[src/bia_pkg.sv]
package bia_pkg;

  // ---------------------------------------------------------------
  // Register bus
  // ---------------------------------------------------------------
  localparam int unsigned BIA_AW = 12;
  localparam int unsigned BIA_DW = 32;

  typedef struct packed {
    logic              wr;
    logic              rd;
    logic [BIA_AW-1:0] addr;
    logic [BIA_DW-1:0] wdata;
  } bia_req_t;

  // ---------------------------------------------------------------
  // Register offsets
  // ---------------------------------------------------------------
  localparam logic [BIA_AW-1:0] BIA_OFS_GLOBAL_EN   = 12'h000;
  localparam logic [BIA_AW-1:0] BIA_OFS_GATE_CLR    = 12'h004;
  localparam logic [BIA_AW-1:0] BIA_OFS_SUMMARY     = 12'h008;
  localparam logic [BIA_AW-1:0] BIA_OFS_EDGE_EN     = 12'h00c;
  localparam logic [BIA_AW-1:0] BIA_OFS_EDGE_CLR    = 12'h010;
  localparam logic [BIA_AW-1:0] BIA_OFS_EDGE_FLAGS  = 12'h014;
  localparam logic [BIA_AW-1:0] BIA_OFS_CHG_EN      = 12'h018;
  localparam logic [BIA_AW-1:0] BIA_OFS_CHG_MASK    = 12'h01c;
  localparam logic [BIA_AW-1:0] BIA_OFS_CHG_CLR     = 12'h020;
  localparam logic [BIA_AW-1:0] BIA_OFS_CHG_FLAG    = 12'h024;
  localparam logic [BIA_AW-1:0] BIA_OFS_CNT_EN      = 12'h028;
  localparam logic [BIA_AW-1:0] BIA_OFS_CNT_CLR     = 12'h02c;
  localparam logic [BIA_AW-1:0] BIA_OFS_CNT_FLAGS   = 12'h030;
  localparam logic [BIA_AW-1:0] BIA_OFS_TMR_EN      = 12'h034;
  localparam logic [BIA_AW-1:0] BIA_OFS_TMR_CLR     = 12'h038;
  localparam logic [BIA_AW-1:0] BIA_OFS_TMR_FLAGS   = 12'h03c;
  localparam logic [BIA_AW-1:0] BIA_OFS_CAP_EN      = 12'h040;
  localparam logic [BIA_AW-1:0] BIA_OFS_CAP_CLR     = 12'h044;
  localparam logic [BIA_AW-1:0] BIA_OFS_CAP_FLAGS   = 12'h048;
  localparam logic [BIA_AW-1:0] BIA_OFS_GATE_STAT   = 12'h04c;

  // ---------------------------------------------------------------
  // Field positions and reset values
  // ---------------------------------------------------------------
  localparam int unsigned BIA_BIT_EN        = 0;
  localparam int unsigned BIA_SUM_EDGE      = 0;
  localparam int unsigned BIA_SUM_CHANGE    = 1;
  localparam int unsigned BIA_SUM_COUNTER   = 4;
  localparam int unsigned BIA_SUM_TIMER     = 5;
  localparam int unsigned BIA_SUM_COMPARE   = 6;
  localparam int unsigned BIA_MASK_MAX      = 16;
  localparam int unsigned BIA_UNIT_MAX      = 2;
  localparam logic [BIA_DW-1:0] BIA_RST_WORD = 32'h0000_0000;

endpackage

[src/bia_top.sv]
// Added by the designer: the placing of the registers and strobed register access.
`timescale 1ns/1ps
//
// Contract
// - Nonzero 32-bit summary sets the gate
// - Host sees gate only with global enable
// - Line blocked until gate re-armed
// - Serviced, re-enabled source clears its summary bit
// - Gate clear write clears gate, not summary
// - Global enable bit 0, resets locked
// - Summary bit 6 from output-compare units and enabled capture units
// - Summary bit 5 from timers
// - Summary bit 4 from counters
// - Summary bit 1 from input change
// - Summary bit 0 from input rising edge
// - Edge source routed through edge flags
// - Per-input edge enable mask, 16 bits
// - Read-only edge flags latch rising edges
// - Write one clears matching edge flag
// - Edge clear bits self-clear
// - Change interrupt enable bit, default 0
// - Per-input change enable mask, default 0
// - Change flag reads one after change
// - Change clear write resets flag, self-clears
// - Per-unit flag, enable, clear for counters, timers, capture
//
module bia_top
  import bia_pkg::*;
#(
  parameter int unsigned N_INPUTS   = 16,
  parameter int unsigned N_COUNTERS = 16,
  parameter int unsigned N_TIMERS   = 2,
  parameter int unsigned N_CAPTURE  = 2,
  parameter int unsigned N_COMPARE  = 2
) (
  input  wire logic                  clk_in,
  input  wire logic                  rst_n_in,
  input  wire bia_req_t              reg_req_in,
  output logic [BIA_DW-1:0]          reg_rdata_out,
  input  wire logic [N_INPUTS-1:0]   iso_in,
  input  wire logic [N_COUNTERS-1:0] counter_irq_flags_in,
  input  wire logic [N_TIMERS-1:0]   timer_irq_flags_in,
  input  wire logic [N_CAPTURE-1:0]  capture_irq_flags_in,
  input  wire logic [N_COMPARE-1:0]  compare_irq_flags_in,
  output logic [N_COUNTERS-1:0]      counter_irq_clears_out,
  output logic [N_TIMERS-1:0]        timer_irq_clears_out,
  output logic [N_CAPTURE-1:0]       capture_irq_clears_out,
  output logic                       host_irq_out
);

  // ---------------------------------------------------------------
  // Parameter checks
  // ---------------------------------------------------------------
  if (N_INPUTS < 1 || N_INPUTS > BIA_MASK_MAX || N_COUNTERS < 1 || N_COUNTERS > BIA_MASK_MAX) begin : g_bad_width
    $error("bia_top: input or counter count out of range");
  end
  if (N_TIMERS < 1 || N_TIMERS > BIA_UNIT_MAX || N_CAPTURE < 1 || N_CAPTURE > BIA_UNIT_MAX ||
      N_COMPARE < 1) begin : g_bad_units
    $error("bia_top: unit count out of range");
  end
  if (BIA_SUM_COMPARE >= BIA_DW || N_INPUTS > BIA_DW) begin : g_bad_map
    $error("bia_top: summary map wider than data word");
  end

  // ---------------------------------------------------------------
  // Address decode
  // ---------------------------------------------------------------
  wire logic wr_global_en = reg_req_in.wr && (reg_req_in.addr == BIA_OFS_GLOBAL_EN);
  wire logic wr_gate_clr  = reg_req_in.wr && (reg_req_in.addr == BIA_OFS_GATE_CLR);
  wire logic wr_edge_en   = reg_req_in.wr && (reg_req_in.addr == BIA_OFS_EDGE_EN);
  wire logic wr_edge_clr  = reg_req_in.wr && (reg_req_in.addr == BIA_OFS_EDGE_CLR);
  wire logic wr_chg_en    = reg_req_in.wr && (reg_req_in.addr == BIA_OFS_CHG_EN);
  wire logic wr_chg_mask  = reg_req_in.wr && (reg_req_in.addr == BIA_OFS_CHG_MASK);
  wire logic wr_chg_clr   = reg_req_in.wr && (reg_req_in.addr == BIA_OFS_CHG_CLR);
  wire logic wr_cnt_en    = reg_req_in.wr && (reg_req_in.addr == BIA_OFS_CNT_EN);
  wire logic wr_cnt_clr   = reg_req_in.wr && (reg_req_in.addr == BIA_OFS_CNT_CLR);
  wire logic wr_tmr_en    = reg_req_in.wr && (reg_req_in.addr == BIA_OFS_TMR_EN);
  wire logic wr_tmr_clr   = reg_req_in.wr && (reg_req_in.addr == BIA_OFS_TMR_CLR);
  wire logic wr_cap_en    = reg_req_in.wr && (reg_req_in.addr == BIA_OFS_CAP_EN);
  wire logic wr_cap_clr   = reg_req_in.wr && (reg_req_in.addr == BIA_OFS_CAP_CLR);

  // Write data fields
  wire logic                  wd_bit      = reg_req_in.wdata[BIA_BIT_EN];
  wire logic [N_INPUTS-1:0]   wd_inputs   = reg_req_in.wdata[N_INPUTS-1:0];
  wire logic [N_COUNTERS-1:0] wd_counters = reg_req_in.wdata[N_COUNTERS-1:0];
  wire logic [N_TIMERS-1:0]   wd_timers   = reg_req_in.wdata[N_TIMERS-1:0];
  wire logic [N_CAPTURE-1:0]  wd_capture  = reg_req_in.wdata[N_CAPTURE-1:0];

  // Read hits
  wire logic hit_global_en  = (reg_req_in.addr == BIA_OFS_GLOBAL_EN);
  wire logic hit_summary    = (reg_req_in.addr == BIA_OFS_SUMMARY);
  wire logic hit_edge_en    = (reg_req_in.addr == BIA_OFS_EDGE_EN);
  wire logic hit_edge_flags = (reg_req_in.addr == BIA_OFS_EDGE_FLAGS);
  wire logic hit_chg_en     = (reg_req_in.addr == BIA_OFS_CHG_EN);
  wire logic hit_chg_mask   = (reg_req_in.addr == BIA_OFS_CHG_MASK);
  wire logic hit_chg_flag   = (reg_req_in.addr == BIA_OFS_CHG_FLAG);
  wire logic hit_cnt_en     = (reg_req_in.addr == BIA_OFS_CNT_EN);
  wire logic hit_cnt_flags  = (reg_req_in.addr == BIA_OFS_CNT_FLAGS);
  wire logic hit_tmr_en     = (reg_req_in.addr == BIA_OFS_TMR_EN);
  wire logic hit_tmr_flags  = (reg_req_in.addr == BIA_OFS_TMR_FLAGS);
  wire logic hit_cap_en     = (reg_req_in.addr == BIA_OFS_CAP_EN);
  wire logic hit_cap_flags  = (reg_req_in.addr == BIA_OFS_CAP_FLAGS);
  wire logic hit_gate_stat  = (reg_req_in.addr == BIA_OFS_GATE_STAT);

  // ---------------------------------------------------------------
  // Registers
  // ---------------------------------------------------------------
  logic                  global_en_r;
  logic                  gate_r;
  logic [BIA_DW-1:0]     summary_r;
  logic [N_INPUTS-1:0]   edge_irq_enable_mask_r;
  logic [N_INPUTS-1:0]   edge_irq_flags_r;
  logic                  change_irq_enable_r;
  logic [N_INPUTS-1:0]   change_input_enable_mask_r;
  logic                  change_irq_flag_r;
  logic [N_COUNTERS-1:0] counter_irq_enables_r;
  logic [N_TIMERS-1:0]   timer_irq_enables_r;
  logic [N_CAPTURE-1:0]  capture_irq_enables_r;
  logic [N_INPUTS-1:0]   iso_meta_r;
  logic [N_INPUTS-1:0]   iso_sync_r;
  logic [N_INPUTS-1:0]   iso_prev_r;
  logic [BIA_DW-1:0]     rdata_r;

  // ---------------------------------------------------------------
  // Input synchroniser and detectors
  // ---------------------------------------------------------------
  // Two stages before any logic reads the pins
  always_ff @(posedge clk_in) begin
    if (!rst_n_in) begin
      iso_meta_r <= '0;
      iso_sync_r <= '0;
    end else begin
      iso_meta_r <= iso_in;
      iso_sync_r <= iso_meta_r;
    end
  end

  // Previous sample for edge and change compare
  always_ff @(posedge clk_in) begin
    if (!rst_n_in) begin
      iso_prev_r <= '0;
    end else begin
      iso_prev_r <= iso_sync_r;
    end
  end

  wire logic [N_INPUTS-1:0] edge_clr = wr_edge_clr ? wd_inputs : '0;
  wire logic [N_INPUTS-1:0] edge_rise;
  wire logic [N_INPUTS-1:0] edge_flags_nxt;

  // Per-input edge detect; a new edge beats a clear in the same cycle
  for (genvar gi = 0; gi < N_INPUTS; gi++) begin : g_edge
    assign edge_rise[gi]      = iso_sync_r[gi] && !iso_prev_r[gi] && edge_irq_enable_mask_r[gi];
    assign edge_flags_nxt[gi] = edge_rise[gi] || (edge_irq_flags_r[gi] && !edge_clr[gi]);
  end

  // ---------------------------------------------------------------
  // Change detect
  // ---------------------------------------------------------------
  // Any enabled input toggling counts as a change
  wire logic chg_hit = change_irq_enable_r &&
                       |((iso_sync_r ^ iso_prev_r) & change_input_enable_mask_r);
  wire logic chg_clr = wr_chg_clr && reg_req_in.wdata[BIA_BIT_EN];
  wire logic change_flag_nxt = chg_hit || (change_irq_flag_r && !chg_clr);

  // ---------------------------------------------------------------
  // Summary and gate
  // ---------------------------------------------------------------
  logic [BIA_DW-1:0] live;
  always_comb begin
    live = BIA_RST_WORD;
    live[BIA_SUM_EDGE]    = |edge_irq_flags_r;
    live[BIA_SUM_CHANGE]  = change_irq_flag_r;
    live[BIA_SUM_COUNTER] = |(counter_irq_flags_in & counter_irq_enables_r);
    live[BIA_SUM_TIMER]   = |(timer_irq_flags_in & timer_irq_enables_r);
    live[BIA_SUM_COMPARE] = |compare_irq_flags_in |
                            |(capture_irq_flags_in & capture_irq_enables_r);
  end

  wire logic gate_clr    = wr_gate_clr && wd_bit;
  wire logic summary_any = |summary_r;
  // Live sources win over the clear; a serviced source drops its bit
  wire logic [BIA_DW-1:0] summary_nxt = live | (summary_r & live & {BIA_DW{!gate_clr}});
  wire logic gate_nxt = summary_any || (gate_r && !gate_clr);

  always_ff @(posedge clk_in) begin
    if (!rst_n_in) begin
      summary_r <= BIA_RST_WORD;
    end else begin
      summary_r <= summary_nxt;
    end
  end

  // ---------------------------------------------------------------
  // Gate and host line
  // ---------------------------------------------------------------
  // Gate holds until re-armed; a nonzero summary sets it again
  always_ff @(posedge clk_in) begin
    if (!rst_n_in) begin
      gate_r <= 1'b0;
    end else begin
      gate_r <= gate_nxt;
    end
  end

  // Level output, never a pulse
  assign host_irq_out = gate_r && global_en_r;

  // ---------------------------------------------------------------
  // Software registers and clear pulses
  // ---------------------------------------------------------------
  // Enables and masks; upper bits of a write are ignored
  always_ff @(posedge clk_in) begin
    if (!rst_n_in) begin
      global_en_r <= 1'b0;
    end else if (wr_global_en) begin
      global_en_r <= wd_bit;
    end
  end

  always_ff @(posedge clk_in) begin
    if (!rst_n_in) begin
      edge_irq_enable_mask_r <= '0;
    end else if (wr_edge_en) begin
      edge_irq_enable_mask_r <= wd_inputs;
    end
  end

  always_ff @(posedge clk_in) begin
    if (!rst_n_in) begin
      change_irq_enable_r <= 1'b0;
    end else if (wr_chg_en) begin
      change_irq_enable_r <= wd_bit;
    end
  end

  always_ff @(posedge clk_in) begin
    if (!rst_n_in) begin
      change_input_enable_mask_r <= '0;
    end else if (wr_chg_mask) begin
      change_input_enable_mask_r <= wd_inputs;
    end
  end

  always_ff @(posedge clk_in) begin
    if (!rst_n_in) begin
      counter_irq_enables_r <= '0;
    end else if (wr_cnt_en) begin
      counter_irq_enables_r <= wd_counters;
    end
  end

  always_ff @(posedge clk_in) begin
    if (!rst_n_in) begin
      timer_irq_enables_r <= '0;
    end else if (wr_tmr_en) begin
      timer_irq_enables_r <= wd_timers;
    end
  end

  always_ff @(posedge clk_in) begin
    if (!rst_n_in) begin
      capture_irq_enables_r <= '0;
    end else if (wr_cap_en) begin
      capture_irq_enables_r <= wd_capture;
    end
  end

  // ---------------------------------------------------------------
  // Event flags
  // ---------------------------------------------------------------
  always_ff @(posedge clk_in) begin
    if (!rst_n_in) begin
      edge_irq_flags_r <= '0;
    end else begin
      edge_irq_flags_r <= edge_flags_nxt;
    end
  end

  always_ff @(posedge clk_in) begin
    if (!rst_n_in) begin
      change_irq_flag_r <= 1'b0;
    end else begin
      change_irq_flag_r <= change_flag_nxt;
    end
  end

  // ---------------------------------------------------------------
  // Unit clear pulses
  // ---------------------------------------------------------------
  // One-cycle pulses; idle cycles drive zero
  wire logic [N_COUNTERS-1:0] counter_clears_nxt = wr_cnt_clr ? wd_counters : '0;
  wire logic [N_TIMERS-1:0]   timer_clears_nxt   = wr_tmr_clr ? wd_timers : '0;
  wire logic [N_CAPTURE-1:0]  capture_clears_nxt = wr_cap_clr ? wd_capture : '0;

  always_ff @(posedge clk_in) begin
    if (!rst_n_in) begin
      counter_irq_clears_out <= '0;
    end else begin
      counter_irq_clears_out <= counter_clears_nxt;
    end
  end

  always_ff @(posedge clk_in) begin
    if (!rst_n_in) begin
      timer_irq_clears_out <= '0;
    end else begin
      timer_irq_clears_out <= timer_clears_nxt;
    end
  end

  always_ff @(posedge clk_in) begin
    if (!rst_n_in) begin
      capture_irq_clears_out <= '0;
    end else begin
      capture_irq_clears_out <= capture_clears_nxt;
    end
  end

  // ---------------------------------------------------------------
  // Read mux
  // ---------------------------------------------------------------
  logic [BIA_DW-1:0] rd_sel;
  // Write-only and unmapped offsets read as zero
  always_comb begin
    if (hit_global_en) begin
      rd_sel = BIA_DW'(global_en_r);
    end else if (hit_summary) begin
      rd_sel = summary_r;
    end else if (hit_edge_en) begin
      rd_sel = BIA_DW'(edge_irq_enable_mask_r);
    end else if (hit_edge_flags) begin
      rd_sel = BIA_DW'(edge_irq_flags_r);
    end else if (hit_chg_en) begin
      rd_sel = BIA_DW'(change_irq_enable_r);
    end else if (hit_chg_mask) begin
      rd_sel = BIA_DW'(change_input_enable_mask_r);
    end else if (hit_chg_flag) begin
      rd_sel = BIA_DW'(change_irq_flag_r);
    end else if (hit_cnt_en) begin
      rd_sel = BIA_DW'(counter_irq_enables_r);
    end else if (hit_cnt_flags) begin
      rd_sel = BIA_DW'(counter_irq_flags_in);
    end else if (hit_tmr_en) begin
      rd_sel = BIA_DW'(timer_irq_enables_r);
    end else if (hit_tmr_flags) begin
      rd_sel = BIA_DW'(timer_irq_flags_in);
    end else if (hit_cap_en) begin
      rd_sel = BIA_DW'(capture_irq_enables_r);
    end else if (hit_cap_flags) begin
      rd_sel = BIA_DW'(capture_irq_flags_in);
    end else if (hit_gate_stat) begin
      rd_sel = BIA_DW'(gate_r);
    end else begin
      rd_sel = BIA_RST_WORD;
    end
  end

  always_ff @(posedge clk_in) begin
    if (!rst_n_in) begin
      rdata_r <= BIA_RST_WORD;
    end else begin
      // Read data stands for one cycle only
      rdata_r <= reg_req_in.rd ? rd_sel : BIA_RST_WORD;
    end
  end

  assign reg_rdata_out = rdata_r;

endmodule

[config.mk]
export PLATFORM = sky130hd
export DESIGN_NAME = bia_top
export DESIGN_NICKNAME = d
export VERILOG_FILES = /design/src/bia_pkg.sv /design/src/bia_top.sv
export SDC_FILE = /design/constraint.sdc
export NUM_CORES = 1
export LEC_CHECK = 0
export BUFFER_PORTS_ARGS = -buffer_cell sky130_fd_sc_hd__buf_2
export CORE_MARGIN = 3
export CORE_UTILIZATION = 30
export CTS_CLUSTER_SIZE = 24
export DETAILED_ROUTE_END_ITERATION = 8
export PLACE_DENSITY_LB_ADDON = 0.08
export SETUP_SLACK_MARGIN = 0.15
export SLEW_MARGIN = 20
export SYNTH_ARGS = -nofsm -noshare
export SYNTH_HDL_FRONTEND = slang
export SYNTH_SLANG_ARGS = --single-unit
[constraint.sdc]
create_clock -name clk_in -period 1.7 [get_ports clk_in]
set_input_delay 0.085 -clock clk_in [delete_from_list [all_inputs] [get_ports clk_in]]
set_output_delay 0.085 -clock clk_in [all_outputs]
set_load 0.1 [all_outputs]
==> flow_summary.ini, run 1 <==
[worst_setup_path]
reg2reg_to = change_irq_flag_r
cp-startpoint = iso_prev_r[1]
worstPathRequired_ns = 2.00
critical_path.max_fanout = 1
regToRegSetupSlack_ns = 0.07
r2r_start = iso_prev_r[1]
r2r_cells = 8
crit_chain = inv_1, ha_1, nand2b_1, o2111ai_1, or3_1, nor4_2, buf_4, o21ai_0
critical_path_class = register to register
start_kind = register
endpoint = change_irq_flag_r
cpPeakStageDelay_ns = 0.37
cpMaxStageDelayCell = or3_1
critPathArrivalTime_ns = 1.93
end_kind = register

[floorplanning]
fp-row-count = 53
die_h_um = 155
core_area_mm2 = 0.0214
boundaryPins = 139
dieArea_mm2 = 0.0241
initial_core_util = 0.311
die_x_um = 155

[synthesis]
synth_edf_count = 0
synth_cells = 768
seq_area_frac_synth = 0.483
syn_avg_cell_area_um2 = 8.68
ys.flop_type = dfxtp_1
ys_seq_elements = 161
yosysTopAreaCellShare = 0.483
synthArstFlopShare = 0
synth.most_common_cell = dfxtp_1
synth_cell_types = 63
synth_commonest_cells = dfxtp_1 (161), nand2_1 (118), a21oi_1 (88), and2_1 (53), inv_1 (47)
yosys_warnings = 0
netlist_top_cells_area = dfxtp_1 (48%), nand2_1 (6.6%), a21oi_1 (6.6%)
netlist_area_mm2 = 0.00667
synth_top_area_cell = dfxtp_1

[pwr]
p_leak_nw = 3.40
ir_drop_v = 0.000671
cellPowerDensity_mw_per_mm2 = 981
power_mw = 8.55

[final_layout]
fin_area_mm2 = 0.00871
nets = 1035
final_cells = 1221
diodes = 0
syn_to_final_growth_pct = 30.6
drive_above_1_share = 0.216

[grt]
grt_first_pass_wirelength_um = 35000
overflow = 0
antenna_found_initial = 0
grt_max_degree = 49
grt_pass1_vias = 5878
track_usage = 0.189

[clock_tree]
clock_latency_ns = 0.43
cts-buffers-inserted = 17
htree_levels = 4
path_clk_slew_ns = 0.07
ctsRootBufferMaster = clkbuf_16
cts_num_sinks = 161
clock_path_buffers = 2
cts_tree = yes

[place]
dp_slack_ns = -0.0851
place_congestion = 0.868
numPortBuffers = 106
dp_cells = 1148
dp_hpwl_um = 17300
place_area_mm2 = 0.00767

[hold_path]
min_path_type = primary input to register

[sta]
fin_setup_tns_ns = 0
period_share = 0.960
setup_ws_ns = 0.0684
period_minus_slack_ns = 1.63
fin_skew_ns = 0.00957
finalSetupViolCount = 0
finalHoldViolCount = 0
rsz0062_at_grt = yes
slew_violations = 0
fmax_mhz = 613

[detailed_routing]
via_count = 6104
ant_nets = 0
drc = 0
wl_um = 22600
drtPass1Iterations = 6
initialDrtViolationCount = 556
wl_per_cell_um = 18.5
via_per_inst = 5.00

[job]
maxCapViolCount = 0

[status]
status = complete, no violations
cell type report:
class | count | area, um2
inverter | 47 | 176
multi-input combinational | 513 | 2970
clock inverter | 12 | 174
timing repair buffer | 193 | 1370
sequential | 161 | 3220
tap | 275 | 344
fill | 2158 | 12700
clock buffer | 20 | 447
cell families after synthesis:
family / after synthesis / synth area share
simple gates: 293 / 0.231
buf+inv: 109 / 0.0812
flops: 161 / 0.483
mux: 5 / 0.00788
other cells: 1 / 0.000562
fa+ha+maj: 16 / 0.0300
compound gates: 183 / 0.166
flip-flops by register name (all words and copies together), names as in the netlist:
| register | cells |
|---|---|
| change_input_enable_mask_r | 16 |
| counter_irq_clears_out | 16 |
| counter_irq_enables_r | 16 |
| edge_irq_enable_mask_r | 16 |
| edge_irq_flags_r | 16 |
| iso_meta_r | 16 |
| iso_prev_r | 16 |
| iso_sync_r | 16 |
| reg_rdata_out | 16 |
| summary_r | 5 |
| capture_irq_clears_out | 2 |
| capture_irq_enables_r | 2 |
| timer_irq_clears_out | 2 |
| timer_irq_enables_r | 2 |
| change_irq_enable_r | 1 |
| change_irq_flag_r | 1 |
| gate_r | 1 |
| global_en_r | 1 |
worst min-delay path by stage:
stage | endpoint | startpoint | cells after the start
final | reg_rdata_out[3] | counter_irq_flags_in[3] | 3
after global routing | timer_irq_enables_r[1] | reg_req_in[1] | 3
after CTS | summary_r[5] | timer_irq_flags_in[1] | 3
after detailed placement | iso_meta_r[8] | iso_in[8] | 2
after global placement | iso_meta_r[12] | iso_in[12] | 2
after floorplan | iso_meta_r[0] | iso_in[0] | 1
where the power goes:
part	leakage, nW	total [mW]	internal [mW]	switching (mW)
Sequential	1.31	3.84	3.82	0.0172
Clock	0.300	4.04	2.39	1.65
Combinational	1.80	0.670	0.231	0.439
Total	3.40	8.55	6.44	2.10
cell usage in the layout (no fill, tap or decap), types with 3 or more instances in the layout:
master and count:
a21oi_1 88, a221oi_1 6, a222oi_1 10, a22o_1 3
a22oi_1 15, a31oi_1 4, and2_1 53, and3_1 4
buf_12 7, buf_2 106, buf_4 39, bufinv_16 3
clkbuf_16 17, conb_1 16, dfxtp_1 160, dlygate4sd3_1 41
ha_1 16, inv_1 46, inv_6 3, mux2i_1 3
nand2_1 118, nand2b_1 5, nand3_1 32, nor2_1 14
nor2b_1 6, nor3_1 28, nor4_1 5, nor4_2 3
o21ai_0 31, o22ai_1 6
per-stage QoR:
step                      hold slack [ns]  utilization
final                              0.0129        0.407
after CTS                        0.000216        0.406
after global placement              0.290        0.358
after detailed placement            0.294        0.358
after floorplan                     0.212            -
after global routing               0.0288        0.407
timing repair:
action,CTS,global route
pin swaps,2,0
resized for setup,1,2
cloned,0,0
hold endpoints to repair,76,0
buffers inserted,0,0
hold buffers,41,0
setup endpoints to repair,1,2
critical path: cells and delay by family (launching register included):
family,cells,cell delay (ns)
compound gates,2,0.16
flops,1,0.31
buf+inv,2,0.17
fa+ha+maj,1,0.26
simple gates,3,0.61
layer usage:
| metal | vias to the layer above | GRT usage | part of all wire |
|---|---|---|---|
| met2 | 256 | 0.273 | 0.42 |
| met1 | 2849 | 0.278 | 0.49 |
| met4 | 0 | 0.0555 | 0.018 |
| met3 | 30 | 0.0459 | 0.074 |
| met5 | - | 0 | 0 |
| li1 | 2969 | - | - |
Power figures use the tool's default switching activity.
==> run 2: changes to the inputs <==
REMOVE_ABC_BUFFERS = 1   (was unset)
clock period = 2 ns   (was 1.7 ns; I/O delays follow)
==> flow_summary.ini, run 2 (synthesis gave the netlist of run 1 again) <==
[grt]
antenna_found_initial = 1
overflow = 0
grt_max_degree = 32
track_usage = 0.191
grt_pass1_vias = 5969
grt_first_pass_wirelength_um = 35000

[sta]
tightest_slew_ns = 0.579
whs_ns = 0.0279
period_share = 0.836
period_minus_slack_ns = 1.67
finalSetupViolCount = 0
maxSlewHeadroom = 0.614
fin_skew_ns = 0.00665
setup_ws_ns = 0.328
finalHoldViolCount = 0
slew_violations = 0
fmax_mhz = 598
rsz0062_at_grt = no

[detailed_routing]
via_count = 6066
drc = 0
wl_per_cell_um = 19.0
initialDrtViolationCount = 447
ant_nets = 0
wl_um = 22900
via_per_inst = 5.04
drtPass1Iterations = 6

[floorplanning]
core_area_mm2 = 0.0214
initial_core_util = 0.311
boundaryPins = 139
die_x_um = 155
dieArea_mm2 = 0.0241
die_h_um = 155
fp-row-count = 53

[worst_setup_path]
crit_top_cell = inv_1
start_kind = register
regToRegSetupSlack_ns = 0.33
r2r_start = iso_prev_r[10]
critPathTopFamily = compound AO/OA/AOI/OAI gates
cpPeakStageDelay_ns = 0.31
reg2reg_to = change_irq_flag_r
end_kind = register
path_buf_inv = 3
cpMaxStageDelayCell = dfxtp_1
r2r_cells = 8
worstPathRequired_ns = 2.31
cp-startpoint = iso_prev_r[10]
cp_num_cells = 8
endpoint = change_irq_flag_r
critPathArrivalTime_ns = 1.99
critical_path.max_fanout = 1
critical_path_class = register to register
crit_chain = inv_1, ha_1, inv_1, a21oi_1, o221ai_1, nor4_2, buf_4, o21ai_0

[hold_path]
min_path_type = primary input to register
worstHoldStart = reg_req_in[1]

[clock_tree]
ctsRootBufferMaster = clkbuf_16
clock_path_buffers = 2
clock_latency_ns = 0.43
htree_levels = 4
post-cts-setup-buffers = 0
path_clk_slew_ns = 0.07
cts_num_sinks = 161
cts_tree = yes
cts-buffers-inserted = 17

[final_layout]
n_fill_cell = 2175
diodes = 0
nets = 1017
drive_above_1_share = 0.210
fin_area_mm2 = 0.00848
syn_to_final_growth_pct = 27.2
final_cell_mix = dfxtp_1 (161), nand2_1 (118), buf_2 (106)
final_common_cell = dfxtp_1

[place]
dp_slack_ns = 0.158
numPortBuffers = 106
place_area_mm2 = 0.00759
dp_hpwl_um = 16400
place_congestion = 0.857

[job]
maxCapViolCount = 0

[pwr]
cellPowerDensity_mw_per_mm2 = 824
ir_drop_v = 0.000479
power_mw = 6.99
p_leak_nw = 3.28

[status]
status = complete, no violations
[run 2: changes by cell type in the layout (fill, tap and decap cells not counted), sizes merged]
cell         previous run  this run
clkbuf                 20        18
clkinvlp                1         3
buf                   152       143
dlygate4sd3            41        32
bufinv                  3         1
clkinv                  4         6
[run 2: per-layer routing]
metal  part of all wire  track usage  vias to the layer above
li1                   -            -                     2927
met1               0.47        0.266                     2887
met2               0.45        0.301                      221
met3              0.064       0.0412                       29
met4              0.016       0.0526                        2
met5            0.00057            0                        -
[run 2: how the worst min path moves through the flow]
stage | endpoint | slack (ns) | cells after the start
after CTS | change_input_enable_mask_r[1] | 0.008 | 3
final | change_input_enable_mask_r[1] | 0.03 | 3
after global placement | iso_meta_r[4] | 0.31 | 2
after floorplan | iso_meta_r[0] | 0.22 | 1
after detailed placement | iso_meta_r[0] | 0.31 | 2
after global routing | reg_rdata_out[13] | 0.03 | 3
[run 2: final cells by class]
| cell class | instances | area, um2 | share of cell area |
|---|---|---|---|
| Clock buffer | 18 | 439 | 0.0518 |
| Clock inverter | 14 | 131 | 0.0155 |
| Inverter | 47 | 176 | 0.0208 |
| Multi-Input combinational cell | 513 | 2970 | 0.350 |
| Sequential cell | 161 | 3220 | 0.380 |
| Tap cell | 275 | 344 | 0.0406 |
| Timing Repair Buffer | 175 | 1200 | 0.142 |
[run 2: worst reg2reg max path: stages, from the launching register on]
cell	delay, ns
dfxtp_1	0.31
inv_1	0.04
ha_1	0.26
inv_1	0.04
a21oi_1	0.18
o221ai_1	0.23
nor4_2	0.31
buf_4	0.14
o21ai_0	0.05
[run 2: where the power goes]
group          switching (mW)  internal, mW
registers              0.0141          3.25
clock network            1.41          1.76
logic                   0.372         0.177
[run 2: repair_timing]
item                                   4_1_cts  5_1_grt
gates resized for setup                      0        1
endpoints found under the hold margin       73        0
cloned                                       0        0
pin swaps                                    1        1
setup endpoints to repair                    1        2
hold buffers                                33        0
[run 2: per-stage QoR]
| stage | util | cells | setup TNS [ns] |
|---|---|---|---|
| 2_1_floorplan | - | 721 | -2.57 |
| 3_3_place_gp | 0.354 | 1139 | 0 |
| 3_5_place_dp | 0.354 | 1139 | 0 |
| 4_1_cts | 0.396 | 1204 | 0 |
| 5_1_grt | 0.396 | 1203 | 0 |
| 6_report | 0.396 | 1203 | 0 |
